$ cat config.mk
export PLATFORM = sky130hd
export DESIGN_NAME = flsl_lockout
export DESIGN_NICKNAME = d
export VERILOG_FILES = /design/src/shared/flsl_pkg.sv /design/src/design/flsl_lockout.sv
export SDC_FILE = /design/constraint.sdc
export NUM_CORES = 1
export LEC_CHECK = 0
export BUFFER_PORTS_ARGS = -buffer_cell sky130_fd_sc_hd__buf_4
export CAP_MARGIN = 30
export CORE_MARGIN = 8
export CORE_UTILIZATION = 60
export CTS_BUF_LIST = sky130_fd_sc_hd__clkbuf_16
export DETAILED_ROUTE_END_ITERATION = 16
export GPL_ROUTABILITY_DRIVEN = 0
export PLACE_DENSITY = 0.89
export SLEW_MARGIN = 10
export SYNTH_ARGS = -nofsm -noshare
export SYNTH_HDL_FRONTEND = slang
export SYNTH_SLANG_ARGS = --single-unit
$ cat constraint.sdc
create_clock -name clk_in -period 14.9 [get_ports clk_in]
set_input_delay 2.98 -clock clk_in [delete_from_list [all_inputs] [get_ports clk_in]]
set_output_delay 2.98 -clock clk_in [all_outputs]
set_load 0.05 [all_outputs]
$ cat src/shared/flsl_pkg.sv
package flsl_pkg;

  // ------------------------------------------------------------
  // Flash map and security encodings
  // ------------------------------------------------------------
  localparam int          ADDR_W           = 16;
  localparam int          DATA_W           = 16;
  localparam logic [15:0] SEC_ADDR         = 16'h1ff7;
  localparam logic [15:0] SEC_WORD_SECURED = 16'h0002;
  localparam logic [15:0] SEC_WORD_OPEN    = 16'h0000;
  localparam logic [15:0] KEY_ADDR0        = 16'h1ffc;
  localparam int          KEY_WORDS        = 4;
  localparam logic [2:0]  BOOT_SEC_IDX     = 3'h1;
  localparam logic [2:0]  BOOT_LAST_IDX    = 3'h5;

  // ------------------------------------------------------------
  // Chip-level test access port
  // ------------------------------------------------------------
  localparam int          IR_W        = 4;
  localparam logic [3:0]  IR_CAPTURE  = 4'h1;
  localparam logic [3:0]  IR_IDCODE   = 4'h2;
  localparam logic [3:0]  IR_DEBUG    = 4'h7;
  localparam logic [3:0]  IR_LOCKOUT  = 4'h8;
  localparam logic [3:0]  IR_BYPASS   = 4'hf;
  localparam int          DIV_W       = 7;
  localparam int          DR_W        = 32;
  // Identification value is arbitrary; bit 0 must stay set
  localparam logic [31:0] IDCODE_VAL  = 32'h0000_1001;

  typedef enum logic [3:0] {
    TAP_EXIT2_DR  = 4'h0, TAP_EXIT1_DR  = 4'h1, TAP_SHIFT_DR = 4'h2, TAP_PAUSE_DR = 4'h3,
    TAP_SEL_IR    = 4'h4, TAP_UPDATE_DR = 4'h5, TAP_CAP_DR   = 4'h6, TAP_SEL_DR   = 4'h7,
    TAP_EXIT2_IR  = 4'h8, TAP_EXIT1_IR  = 4'h9, TAP_SHIFT_IR = 4'ha, TAP_PAUSE_IR = 4'hb,
    TAP_IDLE      = 4'hc, TAP_UPDATE_IR = 4'hd, TAP_CAP_IR   = 4'he, TAP_RESET    = 4'hf
  } flsl_tap_t;

  typedef struct packed {
    logic tck;
    logic tms;
    logic tdi;
  } flsl_jtag_t;

  typedef struct packed {
    logic              req;
    logic [DATA_W-1:0] old_word;
    logic [DATA_W-1:0] new_word;
  } flsl_prog_t;

endpackage

$ cat src/design/flsl_lockout.sv
`timescale 1ns/1ps
// Operation
// RULE_01: Security word 0x0002 means device secured.
// RULE_02: Secured state reloaded from flash each start.
// RULE_03: Secured disables debug emulation, execution unchanged.
// RULE_04: Chip TAP always active, boundary and ID. This TAP has an ID register but no boundary-scan register.
// RULE_05: Debug flash block active right at reset.
// RULE_06: Recovery mass-erases, clears protection; unsecured after reset.
// RULE_07: Host loads lockout recovery instruction first.
// RULE_08: Host shifts seven-bit clock divider value.
// RULE_09: Erase runs while TAP held in idle.
// RULE_10: Host resets TAP and device after recovery.
// RULE_11: Security word zero unsecures after reset.
// RULE_12: Programming only clears bits; ones need erase.
// RULE_13: Matching four-word key unlocks immediately.
// RULE_14: Key given as four consecutive flash accesses.
// RULE_15: Back-door unlock lasts until next reset.
// RULE_16: Any mismatching key word keeps device secured.
module flsl_lockout (
  input  wire logic                          clk_in,             // 125 MHz clock
  input  wire logic                          rst_in,             // Device and power-on reset
  input  wire flsl_pkg::flsl_jtag_t          jtag_in,            // TAP pins, asynchronous
  output logic                               tdo_out,            // TAP data out
  output logic                               tdo_oe_out,         // TAP data out enable
  output logic [flsl_pkg::ADDR_W-1:0]        flash_rd_addr_out,  // Boot read address
  input  wire logic [flsl_pkg::DATA_W-1:0]   flash_rd_data_in,   // Read data, one cycle late
  input  wire logic                          key_wr_in,          // Key word access strobe
  input  wire logic [flsl_pkg::DATA_W-1:0]   key_data_in,        // Presented key word
  input  wire logic                          flash_acc_in,       // Any other flash access
  input  wire flsl_pkg::flsl_prog_t          prog_in,            // Program request
  output logic                               prog_req_out,       // Program request to array
  output logic [flsl_pkg::DATA_W-1:0]        prog_data_out,      // Word to program
  input  wire logic                          erase_done_in,      // Mass erase finished
  output logic                               erase_req_out,      // Mass erase request
  output logic [flsl_pkg::DIV_W-1:0]         clk_div_out,        // Erase clock divider
  output logic                               prot_clear_out,     // Clear protection register
  output logic                               secured_out,        // Device currently secured
  output logic                               dbg_en_out,         // Debug emulation allowed
  output logic                               boot_done_out       // Security word loaded
);

  // ------------------------------------------------------------
  // Helpers
  // ------------------------------------------------------------
  function automatic flsl_pkg::flsl_tap_t tap_next(input flsl_pkg::flsl_tap_t s, input logic m);
    unique case (s)
      flsl_pkg::TAP_RESET:     tap_next = m ? flsl_pkg::TAP_RESET    : flsl_pkg::TAP_IDLE;
      flsl_pkg::TAP_IDLE:      tap_next = m ? flsl_pkg::TAP_SEL_DR   : flsl_pkg::TAP_IDLE;
      flsl_pkg::TAP_SEL_DR:    tap_next = m ? flsl_pkg::TAP_SEL_IR   : flsl_pkg::TAP_CAP_DR;
      flsl_pkg::TAP_CAP_DR:    tap_next = m ? flsl_pkg::TAP_EXIT1_DR : flsl_pkg::TAP_SHIFT_DR;
      flsl_pkg::TAP_SHIFT_DR:  tap_next = m ? flsl_pkg::TAP_EXIT1_DR : flsl_pkg::TAP_SHIFT_DR;
      flsl_pkg::TAP_EXIT1_DR:  tap_next = m ? flsl_pkg::TAP_UPDATE_DR : flsl_pkg::TAP_PAUSE_DR;
      flsl_pkg::TAP_PAUSE_DR:  tap_next = m ? flsl_pkg::TAP_EXIT2_DR : flsl_pkg::TAP_PAUSE_DR;
      flsl_pkg::TAP_EXIT2_DR:  tap_next = m ? flsl_pkg::TAP_UPDATE_DR : flsl_pkg::TAP_SHIFT_DR;
      flsl_pkg::TAP_UPDATE_DR: tap_next = m ? flsl_pkg::TAP_SEL_DR   : flsl_pkg::TAP_IDLE;
      flsl_pkg::TAP_SEL_IR:    tap_next = m ? flsl_pkg::TAP_RESET    : flsl_pkg::TAP_CAP_IR;
      flsl_pkg::TAP_CAP_IR:    tap_next = m ? flsl_pkg::TAP_EXIT1_IR : flsl_pkg::TAP_SHIFT_IR;
      flsl_pkg::TAP_SHIFT_IR:  tap_next = m ? flsl_pkg::TAP_EXIT1_IR : flsl_pkg::TAP_SHIFT_IR;
      flsl_pkg::TAP_EXIT1_IR:  tap_next = m ? flsl_pkg::TAP_UPDATE_IR : flsl_pkg::TAP_PAUSE_IR;
      flsl_pkg::TAP_PAUSE_IR:  tap_next = m ? flsl_pkg::TAP_EXIT2_IR : flsl_pkg::TAP_PAUSE_IR;
      flsl_pkg::TAP_EXIT2_IR:  tap_next = m ? flsl_pkg::TAP_UPDATE_IR : flsl_pkg::TAP_SHIFT_IR;
      flsl_pkg::TAP_UPDATE_IR: tap_next = m ? flsl_pkg::TAP_SEL_DR   : flsl_pkg::TAP_IDLE;
    endcase
  endfunction

  function automatic logic [flsl_pkg::ADDR_W-1:0] boot_addr(input logic [2:0] idx);
    boot_addr = (idx == 3'h0) ? flsl_pkg::SEC_ADDR
                              : flsl_pkg::KEY_ADDR0 + flsl_pkg::ADDR_W'(idx - 3'h1);
  endfunction

  // ------------------------------------------------------------
  // Pin synchronisers
  // ------------------------------------------------------------
  logic [2:0] jtag_s1_q;
  logic [2:0] jtag_s2_q;
  logic       tck_d1_q;
  logic       tck_rise;
  logic       tck_fall;

  always_ff @(posedge clk_in or posedge rst_in) begin
    if (rst_in) begin
      jtag_s1_q <= 3'h0;
      jtag_s2_q <= 3'h0;
      tck_d1_q  <= 1'b0;
    end else begin
      jtag_s1_q <= {jtag_in.tck, jtag_in.tms, jtag_in.tdi};
      jtag_s2_q <= jtag_s1_q;
      tck_d1_q  <= jtag_s2_q[2];
    end
  end

  assign tck_rise = jtag_s2_q[2] & ~tck_d1_q;
  assign tck_fall = ~jtag_s2_q[2] & tck_d1_q;

  // ------------------------------------------------------------
  // Boot load of security word and key
  // ------------------------------------------------------------
  // Secured until proven otherwise, so debug is shut before any code runs
  logic [2:0]                  rd_idx_q;
  logic [flsl_pkg::ADDR_W-1:0] rd_addr_q;
  logic                        boot_done_q;
  logic                        secured_q;
  logic [flsl_pkg::DATA_W-1:0] key_q [flsl_pkg::KEY_WORDS];

  always_ff @(posedge clk_in or posedge rst_in) begin
    if (rst_in) begin
      rd_idx_q    <= 3'h0;
      rd_addr_q   <= flsl_pkg::SEC_ADDR;
      boot_done_q <= 1'b0;
      secured_q   <= 1'b1;                                               // RULE_05
    end else if (!boot_done_q) begin
      rd_idx_q  <= rd_idx_q + 3'h1;
      rd_addr_q <= boot_addr(rd_idx_q + 3'h1);
      if (rd_idx_q == flsl_pkg::BOOT_SEC_IDX) begin
        secured_q <= (flash_rd_data_in == flsl_pkg::SEC_WORD_SECURED);   // RULE_01 RULE_02 RULE_11
      end
      if (rd_idx_q == flsl_pkg::BOOT_LAST_IDX) begin
        boot_done_q <= 1'b1;
      end
    end
  end

  always_ff @(posedge clk_in or posedge rst_in) begin
    if (rst_in) begin
      for (int i = 0; i < flsl_pkg::KEY_WORDS; i++) begin
        key_q[i] <= 16'h0000;
      end
    end else if (!boot_done_q && rd_idx_q > flsl_pkg::BOOT_SEC_IDX) begin
      key_q[2'(rd_idx_q - 3'h2)] <= flash_rd_data_in;
    end
  end

  // ------------------------------------------------------------
  // Back-door key compare
  // ------------------------------------------------------------
  // Any other flash access restarts the sequence, so the key must arrive unbroken
  logic [1:0] key_pos_q;
  logic       key_ok_q;
  logic       unlock_q;
  logic       key_match;

  assign key_match = (key_data_in == key_q[key_pos_q]);

  always_ff @(posedge clk_in or posedge rst_in) begin
    if (rst_in) begin
      key_pos_q <= 2'h0;
      key_ok_q  <= 1'b0;
      unlock_q  <= 1'b0;                                                 // RULE_15
    end else if (boot_done_q) begin
      if (key_wr_in) begin
        key_pos_q <= key_pos_q + 2'h1;
        key_ok_q  <= ((key_pos_q == 2'h0) | key_ok_q) & key_match;      // RULE_16
        if (key_pos_q == 2'h3 && key_ok_q && key_match) begin
          unlock_q <= 1'b1;                                              // RULE_13 RULE_14
        end
      end else if (flash_acc_in) begin
        key_pos_q <= 2'h0;                                               // RULE_14
        key_ok_q  <= 1'b0;
      end
    end
  end

  // ------------------------------------------------------------
  // Debug gating and programming
  // ------------------------------------------------------------
  logic                        dbg_en_q;
  logic                        sec_out_q;
  logic                        prog_req_q;
  logic [flsl_pkg::DATA_W-1:0] prog_data_q;

  always_ff @(posedge clk_in or posedge rst_in) begin
    if (rst_in) begin
      dbg_en_q  <= 1'b0;
      sec_out_q <= 1'b1;                                                 // RULE_05
    end else begin
      dbg_en_q  <= boot_done_q & (~secured_q | unlock_q);                // RULE_03 RULE_05
      sec_out_q <= secured_q & ~unlock_q;                                // RULE_13 RULE_15
    end
  end

  // Programming can only pull bits low; the old word masks the new one
  always_ff @(posedge clk_in or posedge rst_in) begin
    if (rst_in) begin
      prog_req_q  <= 1'b0;
      prog_data_q <= 16'h0000;
    end else begin
      prog_req_q  <= prog_in.req;
      prog_data_q <= prog_in.old_word & prog_in.new_word;                // RULE_12
    end
  end

  // ------------------------------------------------------------
  // TAP controller, sampled on the fast clock
  // ------------------------------------------------------------
  flsl_pkg::flsl_tap_t     tap_q;
  logic [flsl_pkg::IR_W-1:0] ir_q;
  logic [flsl_pkg::IR_W-1:0] ir_sh_q;
  logic [flsl_pkg::DR_W-1:0] dr_sh_q;
  logic [flsl_pkg::DIV_W-1:0] div_q;
  logic                    dr_upd_q;
  logic                    tdo_q;
  logic                    tdo_oe_q;

  always_ff @(posedge clk_in or posedge rst_in) begin
    if (rst_in) begin
      tap_q <= flsl_pkg::TAP_RESET;
    end else if (tck_rise) begin
      tap_q <= tap_next(tap_q, jtag_s2_q[1]);                           // RULE_04
    end
  end

  always_ff @(posedge clk_in or posedge rst_in) begin
    if (rst_in) begin
      ir_q    <= flsl_pkg::IR_IDCODE;
      ir_sh_q <= 4'h0;
    end else if (tck_rise) begin
      unique case (tap_q)
        flsl_pkg::TAP_RESET:     ir_q    <= flsl_pkg::IR_IDCODE;
        flsl_pkg::TAP_CAP_IR:    ir_sh_q <= flsl_pkg::IR_CAPTURE;
        flsl_pkg::TAP_SHIFT_IR:  ir_sh_q <= {jtag_s2_q[0], ir_sh_q[3:1]};
        flsl_pkg::TAP_UPDATE_IR: ir_q    <= ir_sh_q;                     // RULE_07
        default: ;
      endcase
    end
  end

  // Debug instruction reads as bypass; emulation access rides on dbg_en_out
  always_ff @(posedge clk_in or posedge rst_in) begin
    if (rst_in) begin
      dr_sh_q  <= 32'h0000_0000;
      div_q    <= 7'h00;
      dr_upd_q <= 1'b0;
    end else if (tck_rise) begin
      if (tap_q == flsl_pkg::TAP_RESET || tap_q == flsl_pkg::TAP_UPDATE_IR) begin
        dr_upd_q <= 1'b0;
      end
      if (tap_q == flsl_pkg::TAP_CAP_DR) begin
        dr_sh_q <= (ir_q == flsl_pkg::IR_IDCODE) ? flsl_pkg::IDCODE_VAL : 32'h0000_0000; // RULE_04
      end else if (tap_q == flsl_pkg::TAP_SHIFT_DR) begin
        if (ir_q == flsl_pkg::IR_IDCODE) begin
          dr_sh_q <= {jtag_s2_q[0], dr_sh_q[31:1]};
        end else if (ir_q == flsl_pkg::IR_LOCKOUT) begin
          dr_sh_q <= {25'h0000000, jtag_s2_q[0], dr_sh_q[6:1]};         // RULE_08
        end else begin
          dr_sh_q <= {31'h00000000, jtag_s2_q[0]};
        end
      end else if (tap_q == flsl_pkg::TAP_UPDATE_DR && ir_q == flsl_pkg::IR_LOCKOUT) begin
        div_q    <= dr_sh_q[6:0];                                        // RULE_08
        dr_upd_q <= 1'b1;
      end
    end
  end

  always_ff @(posedge clk_in or posedge rst_in) begin
    if (rst_in) begin
      tdo_q    <= 1'b0;
      tdo_oe_q <= 1'b0;
    end else if (tck_fall) begin
      tdo_q    <= (tap_q == flsl_pkg::TAP_SHIFT_IR) ? ir_sh_q[0] : dr_sh_q[0];
      tdo_oe_q <= (tap_q == flsl_pkg::TAP_SHIFT_IR) | (tap_q == flsl_pkg::TAP_SHIFT_DR);
    end
  end

  // ------------------------------------------------------------
  // Lockout recovery erase
  // ------------------------------------------------------------
  // Security is not dropped here: only the reload after reset clears it
  logic erase_req_q;
  logic erase_fin_q;
  logic prot_clr_q;

  always_ff @(posedge clk_in or posedge rst_in) begin
    if (rst_in) begin
      erase_req_q <= 1'b0;
      erase_fin_q <= 1'b0;
      prot_clr_q  <= 1'b0;
    end else begin
      erase_req_q <= (tap_q == flsl_pkg::TAP_IDLE) & (ir_q == flsl_pkg::IR_LOCKOUT) &
                     dr_upd_q & ~erase_fin_q & ~(erase_req_q & erase_done_in); // RULE_09
      prot_clr_q  <= erase_req_q & erase_done_in;                        // RULE_06
      if (erase_req_q && erase_done_in) begin
        erase_fin_q <= 1'b1;                                             // RULE_06
      end
    end
  end

  assign tdo_out           = tdo_q;
  assign tdo_oe_out        = tdo_oe_q;
  assign flash_rd_addr_out = rd_addr_q;
  assign prog_req_out      = prog_req_q;
  assign prog_data_out     = prog_data_q;
  assign erase_req_out     = erase_req_q;
  assign clk_div_out       = div_q;
  assign prot_clear_out    = prot_clr_q;
  assign secured_out       = sec_out_q;
  assign dbg_en_out        = dbg_en_q;
  assign boot_done_out     = boot_done_q;
endmodule

* Word level (Yosys, flattened, before mapping) *
Cells that the tools add are included.

cells by class
  muxes and demuxes = 38
  bitwise gates (word level) = 25
  $add $sub $neg = 5
  $lt $le $gt $ge = 4
  eq/ne operators = 22
  reduce and logical (&&, ||, !) cells = 25

operators by type and width
  cell                                                   count
  two-way mux 32 bit                                     3
  bitwise mux 64 bit                                     1
  two-way mux 16 bit                                     4
  one-hot mux 4 bit (12 select lines)                    1
  equality test 4 bit (second input constant)            9
  binary-select mux 16 bit (select 2 bit)                1
  demux 16 bit (select 2 bit)                            1
  bitwise AND 16 bit                                     1
  equality test 16 bit                                   1
  equality test 16 x 2 -> 1 bit (second input constant)  1
  equality test 4 x 3 -> 1 bit (second input constant)   4
  two-way mux 2 bit                                      8
  one-hot mux 4 bit (2 select lines)                     2
  adder 14 x 4 -> 15 bit (first input constant)          1
  two-way mux 13 bit                                     1
  equality test 4 x 2 -> 1 bit (second input constant)   3
  two-way mux 3 bit                                      4
  bitwise AND 1 bit                                      10
  two-way mux 1 bit                                      10
  AND reduction 2 bit                                    5
  inverter 1 bit                                         9
  nonzero test 2 bit                                     4
  two-way mux 7 bit                                      1
  >= comparator 3 bit (second input constant)            2
  other kinds (23)                                       32

word-level totals
  logic and storage cells = 148
  bits of input ports = 73
  register bits after elaboration = 172
  output and inout bits = 47

* Depth between registers and ports, before layout *
  depth in word-level cells = 7
  depth in mapped cells = 8
  mapped depth without buffers = 6

* Worst setup path before layout *
OpenSTA, ideal clock, no wires.

  path type = reg-to-output
  from = reg, netlist name flash_rd_addr_out[12]
  to = out flash_rd_addr_out[10] in the netlist's numbering
  data arrival time = 1001 ps
  slack = 10919 ps
  cell stages (with the launch flop) = 2
  path buffers = 1
  data required time = 11920 ps
  cell sequence = dfstp_2 buf_4

RTL lines
  element           RTL line            text
  end: declaration  flsl_lockout.sv:25  output logic [flsl_pkg::ADDR_W-1:0] flash_rd_addr_out,

* Final worst setup path *
  from = reg boot_done_q (netlist: boot_done_out)
  to = out boot_done_out

RTL lines
  element                   RTL line             text
  start: declaration        flsl_lockout.sv:101  logic boot_done_q;
  start signal: assignment  flsl_lockout.sv:109  boot_done_q <= 1'b0;
  start signal: assignment  flsl_lockout.sv:118  boot_done_q <= 1'b1;
  end: declaration          flsl_lockout.sv:39   output logic boot_done_out

No word-level cell between the ends.

==> flow_summary.ini <==
[sta]
period_minus_slack_ns = 4.40
grt_setup_unrepaired = false
finalCritPeriodShare_pct = 29.5
tns_ns = 0
max_freq_mhz = 227
fin_skew_ns = 0.00528
slew_viol_final = 0
final_hold_viol_count = 0
relSlewSlack_pct = 41.2
layout_setup_ws_ns = 10.50
tightest_slew_ns = 0.880
finalSetupViolCount = 0

[worst_setup_path]
critical_path_arrival_ns = 1.42
worst_path_largest_cell_delay_ns = 0.70
critPathKind = reg -> out
reg2reg_from = key_pos_q[0]$_DFFE_PP0P_
slowest_stage = dfrtp_1
reg2regPathDepth = 5
crit_required_ns = 11.92
cp-start-kind = flip-flop
r2r_end = unlock_q$_DFFE_PP0P_
path_cells = buf_4
crit_path_max_fanout = 19
rrSetupSlack_ns = 12.40
critPathTopFamily = flip-flops
cp-end-kind = output pin
critPathBufInv = 1
critPathLaunch = boot_done_out$_DFF_PP0_

[route]
routed_wl_um = 14500
drc_errors = 0
post_drt_wl_per_cell_um = 18.3
via_per_inst = 5.67
firstDrtPassIters = 5
vias = 4485
ant_nets = 0
drt_iter0_drc = 274

[yosys]
synthArstFlopShare_pct = 100
synth_ff_type = dfrtp_1
synth_commonest_cells = dfrtp_1 (151), mux2_2 (68), a22o_1 (31), nand2_1 (31), xor2_1 (23)
yosysTopAreaCell = dfrtp_1
synth_edf_count = 0
yosys.area_share.simple_pct = 8.31
synthMostInstantiatedCell = dfrtp_1
yosysTopAreaCellShare_pct = 53.9
synthCells = 529
synth.area.top_cells = dfrtp_1 (54%), mux2_2 (11%), dfstp_2 (4.1%)
ys_seq_elements = 162
yosysSeqAreaShare_pct = 58.0
ys_warn_count = 0
synthMuxAreaShare_pct = 17.7
synth_area_um2 = 7020
synth_xor_xnor_area_share_pct = 3.50
synth_fa_ha_area_share_pct = 1.61
syn_avg_cell_area_um2 = 13.3
synth_top_family_by_area = multiplexers
synthDistinctLibCells = 46
synth_compound_area_share_pct = 7.70

[job]
drv_cap = 0

[global_route]
gr-total-overflow = 0
grt_pass1_wl_um = 23600
grt_usage_pct = 19.7
antenna_found_initial = 0
grt_pass1_vias = 4859
grt_max_degree = 105

[clocking]
insertion_delay_ns = 0.42
htree_levels = 4
cts_tree = yes
post_cts_buffers = 0
clockBufferDepth = 2
clock_sinks = 162
postCtsHoldBufs = 0
cts_root_buf = clkbuf_16
cts_buffers = 17
clkSlewWorstSetupHoldPaths_ns = 0.06
cts_resized = 0

[worst_hold_path]
hold_depth = 0
worstHoldPathType = reg -> reg
hold_path.startpoint = jtag_s1_q[1]$_DFF_PP0_
holdPathEnd = jtag_s2_q[1]$_DFF_PP0_

[power_and_ir_drop]
intPower_uw = 834
ir_drop_mv = 0.126
power.switching_uw = 302
powerDensity_nw_per_um2 = 133
leakagePower_nw = 3.98
pwr-share-clk_pct = 38.8
netSwitchingFraction_pct = 26.6
combPwrFrac_pct = 16.5
seq_power_share_pct = 44.7

[floorplan]
num_rows = 39
start_util_pct = 61.4
die_w_um = 124
die-area_um2 = 15400
die_h_um = 124
core_area_um2 = 11400
io_pins = 120

[place]
place_inst = 759
dp_worst_setup_slack_ns = 10.35
hpwl_um = 9930
placement.io_buffers = 117

[outcome]
status = finished, final reports clean

[finish]
finish.utilization_pct = 74.8
drive_above_1_share_pct = 36.9
synthToLayoutAreaGrowth_pct = 21.7
fin_cells = 791
antenna_cells = 0
nNetsFinal = 718
==> state kept, by name, summed over array words and instances (netlist names), 2 cells and up <==
name / flops
tap_q: 4
jtag_s2_q: 3
key_pos_q: 2
jtag_s1_q: 3
key_q: 64
ir_q: 4
rd_idx_q: 3
flash_rd_addr_out: 6
clk_div_out: 7
ir_sh_q: 4
dr_sh_q: 32
prog_data_out: 16
==> placed cells by master, fill, tap and decap left out, drive strengths merged, types with 2 or more instances in the layout <==
cell type    n
inv          9
nor2b        6
nand2       31
clkinvlp     2
clkinv       8
bufinv       4
ha           9
nand4        6
conb         2
dfrtp      151
mux4         8
o21ai       22
xor2        23
nand3b       2
or3          2
mux2        75
nor2        12
nand2b      15
a211oi       2
buf        121
clkbuf      17
nor3         2
xnor2        5
a21oi       14
nor4         5
and2        17
a22o        31
dfstp       11
nand3        7
mux2i       18
==> final cells by class <==
| type | count | area, um^2 |
|---|---|---|
| clock inverters | 14 | 170 |
| flip-flops and latches | 162 | 4070 |
| repair buffers | 121 | 928 |
| multi-input cells | 325 | 2730 |
| well taps | 143 | 179 |
| clock buffers | 17 | 425 |
| inverters | 9 | 38.8 |
| fillers | 728 | 2880 |
==> power by group through the flow <==
stage | sequential [mW] | clock [mW] | combinational [mW]
4_1_cts | 0.507 | 0.447 | 0.189
2_1_floorplan | 0.508 | 0 | 0.138
6_report | 0.508 | 0.441 | 0.188
3_5_place_dp | 0.514 | 0 | 0.185
5_1_grt | 0.513 | 0.466 | 0.207
3_3_place_gp | 0.512 | 0 | 0.179
==> kinds of logic (layout without fill, tap and decap cells) <==
kind of cell,count (synthesis),in the layout
other,1,2
buffers and inverters,43,161
muxes,101,101
and+or+nand+nor,108,108
DFF,162,162
adders and majority gates,9,9
AOI/OAI and AO/OA,77,77
xor gates and xnor gates,28,28
==> routing by layer <==
| layer | global-route usage, % | wire (um) |
|---|---|---|
| met5 | 0 | 0 |
| met4 | 6.69 | 186 |
| met3 | 4.85 | 840 |
| met2 | 34.3 | 7810 |
| met1 | 23.4 | 5670 |
==> worst max path at each step <==
stage,end,cells after the start,slack (ns)
floorplan,boot_done_out$_DFF_PP0_,1,7.56
global placement,key_q[20]$_DFFE_PP0P_,3,10.43
detailed placement,key_q[20]$_DFFE_PP0P_,3,10.35
CTS,boot_done_out,1,10.49
global route,boot_done_out,1,10.42
finish,boot_done_out,1,10.50
==> metrics by stage <==
step / hold WS (ns) / area [um^2] / power [mW]
6_report: 0.355 / 8540 / 1.14
5_1_grt: 0.362 / 8540 / 1.19
4_1_cts: 0.358 / 8510 / 1.14
3_5_place_dp: 0.343 / 7920 / 0.699
3_3_place_gp: 0.332 / 7920 / 0.691
2_1_floorplan: 0.331 / 7020 / 0.646
Note: power is estimated with default switching activity, not from simulation.
